==> config.mk <==
export PLATFORM = sky130hd
export DESIGN_NAME = sbc_channel
export DESIGN_NICKNAME = d
export VERILOG_FILES = /design/src/core/sbc_pkg.sv /design/src/core/sbc_sync.sv /design/src/core/sbc_buf.sv /design/src/core/sbc_channel.sv
export VERILOG_INCLUDE_DIRS = /design/src /design/src/core
export SDC_FILE = /design/constraint.sdc
export NUM_CORES = 1
export LEC_CHECK = 0
export ABC_AREA = 1
export BUFFER_PORTS_ARGS = -buffer_cell sky130_fd_sc_hd__buf_2
export CAP_MARGIN = 15
export CORE_ASPECT_RATIO = 0.6
export CORE_MARGIN = 8
export CORE_UTILIZATION = 58
export CTS_CLUSTER_SIZE = 8
export DETAILED_ROUTE_END_ITERATION = 7
export GPL_ROUTABILITY_DRIVEN = 0
export PLACE_DENSITY = 0.95
export SETUP_SLACK_MARGIN = 0.3
export SLEW_MARGIN = 10
export SYNTH_ARGS = -nofsm -noshare
export SYNTH_HDL_FRONTEND = slang
export SYNTH_SLANG_ARGS = --single-unit
==> constraint.sdc <==
create_clock -name clk -period 3.45 [get_ports clk]
set_input_delay 0.1725 -clock clk [delete_from_list [all_inputs] [get_ports clk]]
set_output_delay 0.1725 -clock clk [all_outputs]
set_load 0.1 [all_outputs]
==> src/core/sbc_regs.svh <==
`ifndef SBC_REGS_SVH
`define SBC_REGS_SVH

// Serial mode control register bit positions and reset value.
`define SBC_MODE_ENABLE 7
`define SBC_MODE_COMPARE 6
`define SBC_MODE_WAKE 5
`define SBC_MODE_BIT4 4
`define SBC_MODE_BIT3 3
`define SBC_MODE_BIT2 2
`define SBC_MODE_RESET 8'h00

// Clock source encodings of the two clock select bits.
`define SBC_CLK_EXTERNAL 2'h0
`define SBC_CLK_TIMER 2'h1
`define SBC_CLK_DIV16 2'h2
`define SBC_CLK_DIV8 2'h3

// Bus control and status register bit positions and reset value.
`define SBC_CTL_ACK_EN 5
`define SBC_CTL_ACK_TRIG 4
`define SBC_CTL_CMD_DET 3
`define SBC_CTL_REL_DET 2
`define SBC_CTL_CMD_TRIG 1
`define SBC_CTL_REL_TRIG 0
`define SBC_CTL_RESET 8'h00

// Timing of the internal serial clock, as half periods.
`define SBC_CLK_PERIOD_NS 20
`define SBC_DIV8_HALF_NS 80
`define SBC_DIV16_HALF_NS 160
`define SBC_DIV64_HALF_NS 640
`define SBC_DIV8_HALF_CYC (`SBC_DIV8_HALF_NS / `SBC_CLK_PERIOD_NS)
`define SBC_DIV16_HALF_CYC (`SBC_DIV16_HALF_NS / `SBC_CLK_PERIOD_NS)
`define SBC_DIV64_HALF_CYC (`SBC_DIV64_HALF_NS / `SBC_CLK_PERIOD_NS)

`define SBC_BITS_PER_BYTE 8

`endif

==> src/core/sbc_pkg.sv <==
`include "sbc_regs.svh"

package sbc_pkg;

    typedef enum logic [1:0] {
        mode_stop,
        mode_three_wire,
        mode_bus,
        mode_two_wire
    } sbc_mode_t;

    typedef struct packed {
        logic [3:0] first;
        logic [3:0] second;
    } sbc_sync_t;

    typedef struct packed {
        logic enable;
        logic wake;
        logic [4:0] mode_low;
        logic [7:0] own_addr;
        logic [7:0] shreg;
        logic [3:0] bit_cnt;
        logic busy;
        logic done;
        logic so_latch;
        logic rel_det;
        logic cmd_det;
        logic ack_trig;
        logic ack_en;
        logic ack_arm;
        logic ack_drive;
        logic irq;
        logic [6:0] div_cnt;
        logic int_clk;
        logic sclk_prev;
        logic data_prev;
        logic push;
    } sbc_state_t;

    function automatic sbc_mode_t decode_mode(input logic enable,
                                              input logic bit3,
                                              input logic bit2);
        sbc_mode_t m;
        m = mode_stop;
        if (enable && !bit3) begin
            m = mode_three_wire;
        end else if (enable && !bit2) begin
            m = mode_bus;
        end else if (enable) begin
            m = mode_two_wire;
        end
        return m;
    endfunction

    function automatic logic [6:0] half_cycles(input sbc_mode_t m,
                                               input logic [1:0] sel);
        logic [6:0] h;
        h = 7'(`SBC_DIV16_HALF_CYC);
        if (m == mode_two_wire) begin
            h = 7'(`SBC_DIV64_HALF_CYC);
        end else if (sel == `SBC_CLK_DIV8) begin
            h = 7'(`SBC_DIV8_HALF_CYC);
        end
        return h;
    endfunction

endpackage

==> src/core/sbc_sync.sv <==
module sbc_sync (
    // Clock and reset
    input wire logic clk,
    input wire logic resetn,
    // Pin levels in and sampled levels out
    input wire logic [3:0] din,
    output logic [3:0] dout
);
    sbc_pkg::sbc_sync_t st_reg, st_next;

    always_comb begin
        st_next = st_reg;
        st_next.first = din;
        st_next.second = st_reg.first;
    end

    always_ff @(posedge clk) begin
        if (!resetn) begin
            st_reg <= '1;
        end else begin
            st_reg <= st_next;
        end
    end

    assign dout = st_reg.second;
endmodule // sbc_sync

==> src/core/sbc_buf.sv <==
module sbc_buf #(
    parameter int WIDTH = 8,
    parameter int DEPTH = 2
) (
    // Clock and reset
    input wire logic clk,
    input wire logic resetn,
    // Filling side
    input wire logic in_valid,
    output logic in_ready,
    input wire logic [WIDTH-1:0] in_data,
    // Draining side
    output logic out_valid,
    input wire logic out_ready,
    output logic [WIDTH-1:0] out_data
);
    localparam int IW = $clog2(DEPTH);

    typedef struct packed {
        logic [DEPTH-1:0][WIDTH-1:0] entry;
        logic [IW-1:0] wr_idx;
        logic [IW-1:0] rd_idx;
        logic [IW:0] count;
    } sbc_buf_state_t;

    sbc_buf_state_t st_reg, st_next;
    logic do_push, do_pop;

    function automatic logic [IW-1:0] next_idx(input logic [IW-1:0] i);
        return (int'(i) == DEPTH - 1) ? '0 : IW'(i + 1'b1);
    endfunction

    assign in_ready = int'(st_reg.count) < DEPTH;
    assign out_valid = st_reg.count != '0;
    assign out_data = st_reg.entry[st_reg.rd_idx];
    assign do_push = in_valid && in_ready;
    assign do_pop = out_valid && out_ready;

    always_comb begin
        st_next = st_reg;
        if (do_push) begin
            st_next.entry[st_reg.wr_idx] = in_data;
            st_next.wr_idx = next_idx(st_reg.wr_idx);
        end
        if (do_pop) begin
            st_next.rd_idx = next_idx(st_reg.rd_idx);
        end
        if (do_push && !do_pop) begin
            st_next.count = st_reg.count + 1'b1;
        end else if (do_pop && !do_push) begin
            st_next.count = st_reg.count - 1'b1;
        end
    end

    always_ff @(posedge clk) begin
        if (!resetn) begin
            st_reg <= '0;
        end else begin
            st_reg <= st_next;
        end
    end
endmodule // sbc_buf

==> src/core/sbc_channel.sv <==
`include "sbc_regs.svh"

// Operation
// RL1 - Wake off: interrupt at every transfer end.
// RL2 - Wake on: interrupt only on address match.
// RL3 - Low drive ends only at clock falling edge.
// RL4 - Software enables wake after bus goes high.
// RL5 - Compare flag shows address equals shift register.
// RL6 - Compare flag undefined mid-transfer, byte-write ignored.
// RL7 - Disabled: no shifting, counter cleared, flag held.
// RL8 - Enabled: shifting, counting and flag setting allowed.
// RL9 - Mode decoded from enable and mode bits.
// RL10 - Clock pin drive follows enable and source.
// RL11 - Software masks, disables, then clears request.
// RL12 - Control register bit access only, reset zero.
// RL13 - Wire modes use only the two triggers.
// RL14 - Release trigger sets latch, self-clears.
// RL15 - Command trigger clears latch, self-clears.
// RL16 - Software never pulls data low mid-transfer.
// RL17 - Release flag set and clear conditions.
// RL18 - Command flag set and clear conditions.
// RL19 - Acknowledge trigger drives one acknowledge, self-clears.
// RL20 - Software avoids trigger mid-transfer, auto off.
// RL21 - Auto acknowledge on the ninth clock.
// RL22 - Late auto enable acknowledges on next clock.
// RL23 - Shift register write starts eight-bit transfer.
// RL24 - Release and command edges while clock high.
// RL25 - Acknowledge is one clock period low.
// RL26 - Triggers read zero, read-only flags unwritable.
module sbc_channel (
    // Clock and reset
    input wire logic clk,
    input wire logic resetn,
    // Serial mode control register access
    input wire logic mode_wr,
    input wire logic [7:0] mode_wr_data,
    input wire logic mode_bit_wr,
    input wire logic [2:0] mode_bit_sel,
    input wire logic mode_bit_val,
    output logic [7:0] mode_rd_data,
    // Bus control and status register bit access
    input wire logic ctl_bit_wr,
    input wire logic [2:0] ctl_bit_sel,
    input wire logic ctl_bit_val,
    output logic [7:0] ctl_rd_data,
    // Shift register and own slave address
    input wire logic shift_wr,
    input wire logic [7:0] shift_wr_data,
    output logic shift_wr_ready,
    output logic [7:0] shift_rd_data,
    input wire logic addr_wr,
    input wire logic [7:0] addr_wr_data,
    // Transfer end request
    input wire logic irq_clr,
    output logic channel_transfer_irq_flag,
    // Received byte stream
    output logic [7:0] rx_data,
    output logic rx_valid,
    input wire logic rx_ready,
    // Timer output used as clock source
    input wire logic timer_tick,
    // Pins
    input wire logic serial_clock_pin_in,
    output logic serial_clock_pin_out,
    output logic serial_clock_pin_oe_n,
    output logic serial_out_pin,
    output logic serial_out_pin_oe_n,
    input wire logic serial_in_pin,
    input wire logic bus_data_line_a_in,
    output logic bus_data_line_a_out,
    output logic bus_data_line_a_oe_n,
    input wire logic bus_data_line_b_in,
    output logic bus_data_line_b_out,
    output logic bus_data_line_b_oe_n
);
    sbc_pkg::sbc_state_t st_reg, st_next;
    sbc_pkg::sbc_mode_t cur_mode;
    logic [3:0] pins_sync;
    logic [1:0] clk_sel;
    logic ext_clk, sclk_now, sclk_rise, sclk_fall, data_now, line_now;
    logic line_b_sel, open_drain, lsb_first, gen_run;
    logic start, end_evt, rel_evt, cmd_evt, addr_match, irq_set;
    logic latch_low, drive_low, buf_in_ready;
    logic [7:0] shifted;

    sbc_sync u_sync (
        .clk(clk),
        .resetn(resetn),
        .din({serial_clock_pin_in, bus_data_line_a_in,
              bus_data_line_b_in, serial_in_pin}),
        .dout(pins_sync)
    );

    // Received bytes wait here; a full buffer holds off the next start.
    sbc_buf #(
        .WIDTH(8),
        .DEPTH(2)
    ) u_buf (
        .clk(clk),
        .resetn(resetn),
        .in_valid(st_reg.push),
        .in_ready(buf_in_ready),
        .in_data(st_reg.shreg),
        .out_valid(rx_valid),
        .out_ready(rx_ready),
        .out_data(rx_data)
    );

    assign cur_mode = sbc_pkg::decode_mode(st_reg.enable,
        st_reg.mode_low[`SBC_MODE_BIT3],
        st_reg.mode_low[`SBC_MODE_BIT2]); // RL9
    assign clk_sel = st_reg.mode_low[1:0];
    assign ext_clk = clk_sel == `SBC_CLK_EXTERNAL;
    assign sclk_now = ext_clk ? pins_sync[3] : st_reg.int_clk;
    assign sclk_rise = !st_reg.sclk_prev && sclk_now;
    assign sclk_fall = st_reg.sclk_prev && !sclk_now;
    assign line_b_sel = st_reg.mode_low[`SBC_MODE_BIT4];
    assign open_drain = cur_mode == sbc_pkg::mode_bus ||
                        cur_mode == sbc_pkg::mode_two_wire;
    assign lsb_first = cur_mode == sbc_pkg::mode_three_wire &&
                       st_reg.mode_low[`SBC_MODE_BIT2];
    assign line_now = line_b_sel ? pins_sync[1] : pins_sync[2];
    assign data_now = !open_drain ? pins_sync[0] : line_now;

    // Conditions on the data line are only seen while the clock stays high.
    assign rel_evt = cur_mode == sbc_pkg::mode_bus && st_reg.sclk_prev &&
                     sclk_now && line_now && !st_reg.data_prev; // RL24
    assign cmd_evt = cur_mode == sbc_pkg::mode_bus && st_reg.sclk_prev &&
                     sclk_now && !line_now && st_reg.data_prev; // RL24

    assign shift_wr_ready = st_reg.enable && !st_reg.busy &&
        !st_reg.ack_arm && !st_reg.ack_drive && buf_in_ready;
    assign start = shift_wr && shift_wr_ready; // RL23
    assign shifted = lsb_first ? {data_now, st_reg.shreg[7:1]}
                               : {st_reg.shreg[6:0], data_now};
    assign end_evt = st_reg.busy && sclk_rise &&
        st_reg.bit_cnt == 4'(`SBC_BITS_PER_BYTE - 1); // RL23
    assign addr_match = shifted == st_reg.own_addr;

    // Wake mode lets only an address match after release raise the flag.
    assign irq_set = end_evt && (!st_reg.wake ||
        (cur_mode == sbc_pkg::mode_bus && st_reg.rel_det &&
         addr_match)); // RL1 RL2
    assign gen_run = st_reg.enable && !ext_clk &&
        (st_reg.busy || st_reg.ack_arm || st_reg.ack_drive);

    always_comb begin
        st_next = st_reg;
        st_next.push = 1'b0;
        st_next.sclk_prev = sclk_now;
        st_next.data_prev = line_now;

        // The compare position of a byte write is dropped.
        if (mode_wr) begin
            st_next.enable = mode_wr_data[`SBC_MODE_ENABLE];
            st_next.wake = mode_wr_data[`SBC_MODE_WAKE];
            st_next.mode_low = mode_wr_data[4:0]; // RL6
        end
        if (mode_bit_wr && mode_bit_sel == 3'(`SBC_MODE_ENABLE)) begin
            st_next.enable = mode_bit_val;
        end
        if (mode_bit_wr && mode_bit_sel == 3'(`SBC_MODE_WAKE)) begin
            st_next.wake = mode_bit_val;
        end
        if (addr_wr) begin
            st_next.own_addr = addr_wr_data;
        end

        // Internal clock returns to its high idle level before it stops.
        if (gen_run || !st_reg.int_clk) begin
            if (clk_sel == `SBC_CLK_TIMER) begin
                if (timer_tick) begin
                    st_next.int_clk = !st_reg.int_clk;
                end
            end else if (st_reg.div_cnt ==
                         sbc_pkg::half_cycles(cur_mode, clk_sel) - 7'h01) begin
                st_next.div_cnt = 7'h00;
                st_next.int_clk = !st_reg.int_clk;
            end else begin
                st_next.div_cnt = st_reg.div_cnt + 7'h01;
            end
        end else begin
            st_next.div_cnt = 7'h00;
        end

        if (!st_reg.enable) begin
            st_next.busy = 1'b0; // RL7
            st_next.bit_cnt = 4'h0; // RL7
            st_next.rel_det = 1'b0; // RL17
            st_next.cmd_det = 1'b0; // RL18
        end else begin
            if (st_reg.busy && sclk_fall) begin
                st_next.so_latch = lsb_first ? st_reg.shreg[0]
                                             : st_reg.shreg[7]; // RL8
            end
            if (st_reg.busy && sclk_rise) begin
                st_next.shreg = shifted; // RL8
                st_next.bit_cnt = st_reg.bit_cnt + 4'h1; // RL8
            end
            if (end_evt) begin
                st_next.busy = 1'b0;
                st_next.done = 1'b1;
                st_next.push = 1'b1;
                if (st_reg.ack_en) begin
                    st_next.ack_arm = 1'b1; // RL21
                end
                if (cur_mode == sbc_pkg::mode_bus && st_reg.rel_det &&
                    !addr_match) begin
                    st_next.rel_det = 1'b0; // RL17
                end
            end
            if (start) begin
                st_next.shreg = shift_wr_data; // RL23
                st_next.busy = 1'b1;
                st_next.bit_cnt = 4'h0;
                st_next.done = 1'b0;
                st_next.rel_det = 1'b0; // RL17
                st_next.cmd_det = 1'b0; // RL18
            end
            if (rel_evt) begin
                st_next.rel_det = 1'b1; // RL17
                st_next.cmd_det = 1'b0; // RL18
            end
            if (cmd_evt) begin
                st_next.cmd_det = 1'b1; // RL18
            end
        end

        // Acknowledge starts on a falling edge and ends on the next one.
        if (st_reg.ack_arm && sclk_fall && !st_reg.busy) begin
            st_next.ack_arm = 1'b0;
            st_next.ack_drive = 1'b1; // RL25
        end else if (st_reg.ack_drive && sclk_fall) begin
            st_next.ack_drive = 1'b0; // RL3 RL25
            st_next.ack_trig = 1'b0; // RL19
        end

        // Only single-bit writes reach this register; flags are read-only.
        if (ctl_bit_wr && ctl_bit_val) begin // RL12 RL26
            unique case (ctl_bit_sel)
                3'(`SBC_CTL_REL_TRIG): st_next.so_latch = 1'b1; // RL13 RL14
                3'(`SBC_CTL_CMD_TRIG): st_next.so_latch = 1'b0; // RL13 RL15
                3'(`SBC_CTL_ACK_TRIG): begin
                    st_next.ack_trig = 1'b1; // RL19
                    st_next.ack_arm = 1'b1; // RL19
                end
                3'(`SBC_CTL_ACK_EN): begin
                    st_next.ack_en = 1'b1;
                    if (!st_reg.ack_en && st_reg.done && !st_reg.busy) begin
                        st_next.ack_arm = 1'b1; // RL22
                    end
                end
                default: begin
                end
            endcase
        end
        if (ctl_bit_wr && !ctl_bit_val &&
            ctl_bit_sel == 3'(`SBC_CTL_ACK_EN)) begin
            st_next.ack_en = 1'b0; // RL21
        end

        // A new end event wins over a clear in the same cycle.
        st_next.irq = (st_reg.irq && !irq_clr) ||
                      (st_reg.enable && irq_set); // RL1 RL7 RL8
    end

    always_ff @(posedge clk) begin
        if (!resetn) begin
            st_reg <= '0; // RL12
            st_reg.so_latch <= 1'b1;
            st_reg.int_clk <= 1'b1;
            st_reg.sclk_prev <= 1'b1;
            st_reg.data_prev <= 1'b1;
        end else begin
            st_reg <= st_next;
        end
    end

    // In bus mode, wake releases the latch drive but never a running acknowledge.
    assign latch_low = !st_reg.so_latch &&
        !(st_reg.wake && cur_mode == sbc_pkg::mode_bus); // RL2 RL3
    assign drive_low = open_drain && (latch_low || st_reg.ack_drive);
    assign bus_data_line_a_out = 1'b0;
    assign bus_data_line_a_oe_n = !(drive_low && !line_b_sel); // RL8
    assign bus_data_line_b_out = 1'b0;
    assign bus_data_line_b_oe_n = !(drive_low && line_b_sel); // RL8
    assign serial_out_pin = st_reg.so_latch;
    assign serial_out_pin_oe_n = cur_mode != sbc_pkg::mode_three_wire;

    assign serial_clock_pin_oe_n = ext_clk; // RL10
    assign serial_clock_pin_out = !st_reg.enable || st_reg.int_clk; // RL10

    // The compare bit is only meaningful outside a transfer.
    assign mode_rd_data = {1'b0, st_reg.own_addr == st_reg.shreg,
                           6'h00}; // RL5 RL6
    assign ctl_rd_data = {2'h0, st_reg.ack_en, st_reg.ack_trig,
                          st_reg.cmd_det, st_reg.rel_det, 2'h0}; // RL26
    assign shift_rd_data = st_reg.shreg;
    assign channel_transfer_irq_flag = st_reg.irq;

    property p_irq_on_end;
        @(posedge clk) disable iff (!resetn)
        end_evt && st_reg.enable && !st_reg.wake |=>
            channel_transfer_irq_flag;
    endproperty
    a_irq_on_end: assert property (p_irq_on_end) // RL1
        else $error("transfer end did not raise the request");

    property p_wake_no_match;
        @(posedge clk) disable iff (!resetn)
        end_evt && st_reg.wake && !addr_match && !st_reg.irq
            |=> !channel_transfer_irq_flag;
    endproperty
    a_wake_no_match: assert property (p_wake_no_match) // RL2
        else $error("request raised without an address match");

    property p_compare;
        @(posedge clk) disable iff (!resetn)
        !st_reg.busy && $stable(shift_rd_data) |->
            mode_rd_data[`SBC_MODE_COMPARE] ==
            (shift_rd_data == st_reg.own_addr);
    endproperty
    a_compare: assert property (p_compare) // RL5
        else $error("compare flag disagrees with the registers");

    property p_disabled_hold;
        @(posedge clk) disable iff (!resetn)
        !st_reg.enable ##1 !st_reg.enable |->
            !st_reg.busy && st_reg.bit_cnt == 4'h0 &&
            !ctl_rd_data[`SBC_CTL_REL_DET] &&
            channel_transfer_irq_flag <= $past(channel_transfer_irq_flag);
    endproperty
    a_disabled_hold: assert property (p_disabled_hold) // RL7
        else $error("disabled channel still active");

    property p_three_wire;
        @(posedge clk) disable iff (!resetn)
        st_reg.enable && !st_reg.mode_low[`SBC_MODE_BIT3] |->
            !serial_out_pin_oe_n && bus_data_line_a_oe_n &&
            bus_data_line_b_oe_n;
    endproperty
    a_three_wire: assert property (p_three_wire) // RL9
        else $error("three-wire mode pin use wrong");

    property p_clock_pin;
        @(posedge clk) disable iff (!resetn)
        !st_reg.enable && st_reg.mode_low[1:0] != `SBC_CLK_EXTERNAL |->
            !serial_clock_pin_oe_n && serial_clock_pin_out;
    endproperty
    a_clock_pin: assert property (p_clock_pin) // RL10
        else $error("disabled internal clock pin not high");

    property p_rel_trig;
        @(posedge clk) disable iff (!resetn)
        ctl_bit_wr && ctl_bit_val &&
            ctl_bit_sel == 3'(`SBC_CTL_REL_TRIG) |=>
            serial_out_pin && ctl_rd_data[`SBC_CTL_REL_TRIG] == 1'b0;
    endproperty
    a_rel_trig: assert property (p_rel_trig) // RL14
        else $error("release trigger did not set the latch");

    property p_cmd_trig;
        @(posedge clk) disable iff (!resetn)
        ctl_bit_wr && ctl_bit_val &&
            ctl_bit_sel == 3'(`SBC_CTL_CMD_TRIG) |=>
            !serial_out_pin && ctl_rd_data[`SBC_CTL_CMD_TRIG] == 1'b0;
    endproperty
    a_cmd_trig: assert property (p_cmd_trig) // RL15
        else $error("command trigger did not clear the latch");

    property p_rel_clears_cmd;
        @(posedge clk) disable iff (!resetn)
        rel_evt && st_reg.enable |=>
            ctl_rd_data[`SBC_CTL_REL_DET] && !ctl_rd_data[`SBC_CTL_CMD_DET];
    endproperty
    a_rel_clears_cmd: assert property (p_rel_clears_cmd) // RL17 RL18
        else $error("release detection flags wrong");

    property p_start;
        @(posedge clk) disable iff (!resetn)
        start && !rel_evt && !cmd_evt |=>
            st_reg.busy && !ctl_rd_data[`SBC_CTL_REL_DET] &&
            !ctl_rd_data[`SBC_CTL_CMD_DET] && !shift_wr_ready;
    endproperty
    a_start: assert property (p_start) // RL23
        else $error("transfer start not taken");

    property p_ack_ends_on_fall;
        @(posedge clk) disable iff (!resetn)
        st_reg.ack_drive && !sclk_fall |=> st_reg.ack_drive;
    endproperty
    a_ack_ends_on_fall: assert property (p_ack_ends_on_fall) // RL3 RL25
        else $error("acknowledge released away from a falling edge");
endmodule // sbc_channel

; ---- Word level (Yosys, flattened, before mapping)
; Index checks and enable logic that the tools add are counted.
[op_classes]
bitwise = 2
n_reduce_logical = 101
eq_ne = 16
n_addsub = 7
n_lt_le_gt_ge = 4
muxes = 54
[op_table]
columns = cell, count
row1 = $logic_and 1x1->1, 47
row2 = $mux 8, 4
row3 = $mux 1, 29
row4 = $mux 7, 4
row5 = $logic_not 1->1, 24
row6 = $bwmux 16, 1
row7 = $eq 8x8->1, 2
row8 = $mux 2, 8
row9 = $reduce_bool 2->1, 8
row10 = $mux 14, 1
row11 = $eq 3x3->1 const B, 4
row12 = $mux 12, 1
row13 = $reduce_and 2->1, 6
row14 = $reduce_bool 3->1, 3
row15 = $demux 8 s1, 1
row16 = $logic_or 1x1->1, 8
row17 = $add 7x1->7 const B, 1
row18 = $eq 7x7->1, 1
row19 = $sub 7x1->7 const B, 1
row20 = $eq 2x2->1 const B, 3
row21 = $mux 6, 1
row22 = $add 4x1->4 const B, 1
row23 = $eq 2x1->1 const B, 2
row24 = $eq 4x3->1 const B, 1
row25 = 18 further kinds, 22
[word_totals]
word_cells = 212
reg_bits = 76
in_bits = 46
out_inout_bits = 43

; ---- Depth between registers and ports, before layout
[logic_depth]
word_depth = 16
depth_mapped = 14
mapped_depth_nobuf = 14

; ---- Modules after synthesis
; Synthesis repeated with hierarchy kept, for this count alone.
[unflattened]
cells_unflattened = 576
hier_area_um2 = 3981.3
[by_module_without_submodules]
columns = module, cells_per_inst, seq_area_each_um2, instances, area_each_um2
row1 = sbc_channel, 426, 960.9, 1, 2899.0
row2 = sbc_buf, 125, 400.4, 1, 857.1
row3 = sbc_sync, 25, 160.2, 1, 225.2

; ---- Least setup slack after synthesis
; Ideal clock, no wire load.
[synth_path]
kind = reg-to-output
start = register st_reg (netlist bit shift_rd_data[3])
end = output mode_rd_data[6]
stages_incl_launch_ff = 3
arrival_time_ps = 3463
path_buffers = 0
required_ps = 3277
slack_ps = -186
path_cell_list = dfxtp_1 xor2_1 nor4_1
[synth_between]
elab_chain_cells = 1
[synth_lines]
columns = element, line
row1 = "start, declared", sbc_channel.sv:76  ; sbc_pkg::sbc_state_t st_reg, st_next;
row2 = "start signal, assigned", sbc_channel.sv:275  ; st_reg <= st_next;
row3 = $eq 8x8->1, sbc_channel.sv:294  ; assign mode_rd_data = {1'b0, st_reg.own_addr == st_reg.shreg,
row4 = "end, declared", sbc_channel.sv:40  ; output logic [7:0] mode_rd_data,
; Every way passes these cells.

; ---- Worst setup path in the final report
[layout_path]
start = register st_reg[47] in the netlist's numbering
end = register st_reg[3] in the netlist's numbering
[layout_between]
elab_chain_cells = 11
word_cells_on_any_way = 16
cone_classes = add/sub: 1 / eq/ne: 2 / mux: 6 / reduce/logical: 7
[layout_lines]
columns = element, line
row1 = $mux 2 / $logic_and 1x1->1 (equally long branches), "sbc_pkg.sv:50, sbc_pkg.sv:48"
row2 = $mux 2, sbc_pkg.sv:48  ; end else if (enable && !bit2) begin
row3 = $mux 2, sbc_pkg.sv:46  ; if (enable && !bit3) begin
row4 = $eq 2x2->1, sbc_pkg.sv:60  ; if (m == mode_two_wire) begin
row5 = $mux 6, sbc_pkg.sv:60
row6 = $mux 7, sbc_channel.sv:171  ; if (clk_sel == `SBC_CLK_TIMER) begin
row7 = $mux 7, sbc_channel.sv:170  ; if (gen_run || !st_reg.int_clk) begin
row8 = $sub 7x1->7, sbc_channel.sv:176  ; sbc_pkg::half_cycles(cur_mode, clk_sel) - 7'h01) begin
row9 = $eq 7x7->1, sbc_channel.sv:175  ; end else if (st_reg.div_cnt ==
row10 = $reduce_bool 2->1 (no line), n/a
row11 = $reduce_and 3->1 (no line) (*), n/a
; Mark *: on every way between the ends. The rest lies on a longest branch, timed or not. The select of a mux whose other input is x is not followed.
; A chain may end at the register's enable or synchronous reset.

==> summary.md <==
| Metric | Value |
|---|---|
| Clk Latency, worst-skew pair | `0.36 ns` |
| Max-cap viol count | `0` |
| First-pass GRT wire length | `16800 um` |
| Die height | `79.5 um` |
| DR WL/cell | `approximately 14 um` |
| Period utilisation layout | `75.7%` |
| Critical Path Max Stage Delay | `~0.7 ns` |
| Pwr dens | `~450 mW/mm^2` |
| # setup viols final | `0` |
| Synthesized instance count | `about 560` |
| M1 wire length | `between 4000 and 5000 um` |
| Total GRT Usage | `about a fifth` |
| Worst path arrival time | `between 2 and 3 ns` |
| Vias in the first global route | `around 3.7k` |
| Most used cell along the critical path | `nand2_1` |
| Worst hold path class | `primary input to register` |
| I/O pin cnt | `89` |
| Post-synth top area cell | `dfxtp_1` |
| Initial antenna violation count | `0` |
| Diode count | `0` |
| Setup TNS | `0 ns` |
| Clock sink count | `76` |
| Drt first pass iters | `6` |
| Resize count post-CTS | `0` |
| Measured slew at the worst slew-check pin | `around 0.9 ns` |
| Wire length on met3 | `about 1200 um` |
| Final ANT Viol Nets | `0` |
| Core ar. | `0.00659 mm^2` |
| RSZ-0062 raised after global routing | `false` |
| Fmax achieved | `roughly 0.38 GHz` |
| Fill cell count | `560` |
| Initial Util | `between 50% and 60%` |
| Synth top area share | `39.0%` |
| Class of the most critical setup path | `register to register` |
| Peak VDD IR | `between 200 and 300 uV` |
| Via Count | `3881` |
| Largest delay contributor family on the critical path | `simple AND/OR/NAND/NOR gates` |
| Tmin final | `2.61 ns` |
| Nets | `between 600 and 700` |
| Commonest register cell after synthesis | `dfxtp_1` |
| DR DRC count | `0` |
| Skew final | `between 0.009 and 0.01 ns` |
| Post-Syn Area | `0.00390 mm^2` |
| Slew HR | `between 30 and 40%` |
| CP Launch Type | `register` |
| Core Util, Final | `between 60 and 70%` |
| Drt total wl | `between 10000 and 15000 um` |
| YS warnings | `0` |
| Die ar. | `between 0.009 and 0.01 mm^2` |
| Crit path max fanout | `15` |
| Synth unique cells | `36` |
| Met2 routed WL | `4800 um` |
| Placement row count | `23` |
| Number of flops mapped to enable cells by yosys | `0` |
| Top-count cell post-synth | `nand2_1` |
| TritonCTS clock tree | `built` |
| Slew Limit Fails | `0` |
| Clk slew on worst S/H paths | `0.08 ns` |
| Fin. Hold Viols | `0` |
| Buf/Inv on CP | `1` |
| P&R area growth vs syn | `13.4%` |
| Synthesized flop and latch total | `76` |
| Seq/Total Area, Yosys | `roughly two fifths` |
| Endpoint type of the worst setup path | `register` |
| Layout cells sized above 1 | `18.1%` |
| Post-synth ARST share | `0%` |
| Top post-synthesis cells by count | `103 x nand2_1, 76 x dfxtp_1, 75 x inv_1, 61 x a21oi_1, 58 x o21ai_0` |
| Num CTS Buffers | `9` |
| GR Overflow Total | `0` |
| CTS max path bufs | `2` |
| Largest register FFs | `31` |
| Crit-path cells | `nand2_1 -> inv_1 -> nand2_1 -> ha_1 -> xnor2_1 -> nor4_1 -> nand2_1 -> nand2_1 -> nand3_1 -> nand2_1 -> nand3_1` |
| Static Leak | `2.01 nW` |
| CTS H-tree depth | `3` |
| Synth top area cells | `dfxtp_1 39%, nand2_1 9.9%, a21oi_1 7.8%` |
| Largest net degree at the start of global routing | `47` |
| Vias per inst | `around 5.5` |
| Status | `finished clean` |
| Root Driver | `clkbuf_8` |
| I/O Buffers | `74` |
| Slowest-stage cell, CP | `dfxtp_1` |
| DR top layer | `met4` |
| DP Wirelength | `about 7600 um` |
| Worst EP required | `around 3.7 ns` |
| DRT iter0 DRCs | `467` |
| Synthesized area per cell | `7.03 um^2` |
| Die W | `about 120 um` |
[final timing paths]
check                           slack (ns)  cells after the start           endpoint               start
worst max-delay path                  0.84                     11          st_reg[3]          st_reg[47]
worst min-delay path                  0.01                      2  u_sync.st_next[2]  bus_data_line_a_in
worst max register to register        0.84                     11          st_reg[3]          st_reg[47]
worst min register to register        0.42                      1     u_sync.dout[1]   u_sync.st_next[1]
[power by group]
part / switching, mW / internal, mW / total [mW]
clock network: 0.334 / 0.407 / 0.741
registers: 0.0336 / 0.902 / 0.936
logic: 0.252 / 0.0760 / 0.328
[repair_timing]
| action | 4_1_cts | 5_1_grt |
|---|---|---|
| setup buffers | 0 | 0 |
| hold buffers | 2 | 0 |
| endpoints found under the hold margin | 2 | 0 |
[cells by family after synthesis]
group / share of synthesized area (%)
AOI/OAI and AO/OA: 18.1
buffers and inverters: 14.1
muxes: 0.257
adders and majority gates: 1.28
and+or+nand+nor: 24.4
xor gates and xnor gates: 2.69
DFF: 39.0
other: 0.0961
[per-stage QoR]
| stage | hold slack, ns | instances | area [um^2] | power [mW] | setup slack [ns] |
|---|---|---|---|---|---|
| after floorplan | 0.279 | 567 | 3950 | 1.22 | 0.610 |
| after global placement | 0.357 | 689 | 4190 | 1.27 | 1.07 |
| after detailed placement | 0.370 | 689 | 4190 | 1.28 | 0.916 |
| after CTS | 0.00322 | 707 | 4420 | 2.01 | 0.898 |
| after global routing | 0.00130 | 707 | 4420 | 2.08 | 0.627 |
| final | 0.0108 | 707 | 4420 | 2.00 | 0.840 |
[cells in the final DEF (no fill, tap or decap), types with 3 or more instances in the layout]
cell type / n
nor3_1: 5
ha_1: 4
inv_1: 75
nand3_1: 33
inv_2: 4
dfxtp_1: 76
xor2_1: 4
xnor2_1: 8
o21ai_1: 3
conb_1: 13
a21oi_1: 61
nand2_1: 103
buf_2: 74
nor2_1: 28
a211oi_1: 4
clkbuf_8: 9
or2_2: 10
o21ai_0: 58
nand4_1: 16
[layout make-up]
type	instances	area [um^2]	area share, %
clock inverter	6	88.8	2.01
tap	87	109	2.46
sequential	76	1520	34.4
multi-input combinational	371	1880	42.5
clock buffer	10	128	2.88
timing repair buffer	77	398	8.99
inverter	80	300	6.79
[metal layers]
metal / vias up / GRT usage (%)
met1: 1757 / 25.5
met3: 18 / 7.13
met4: 0 / 6.49
met5: - / 0
li1: 1893 / -
met2: 213 / 35.7
(Power assumes the default switching activity.)
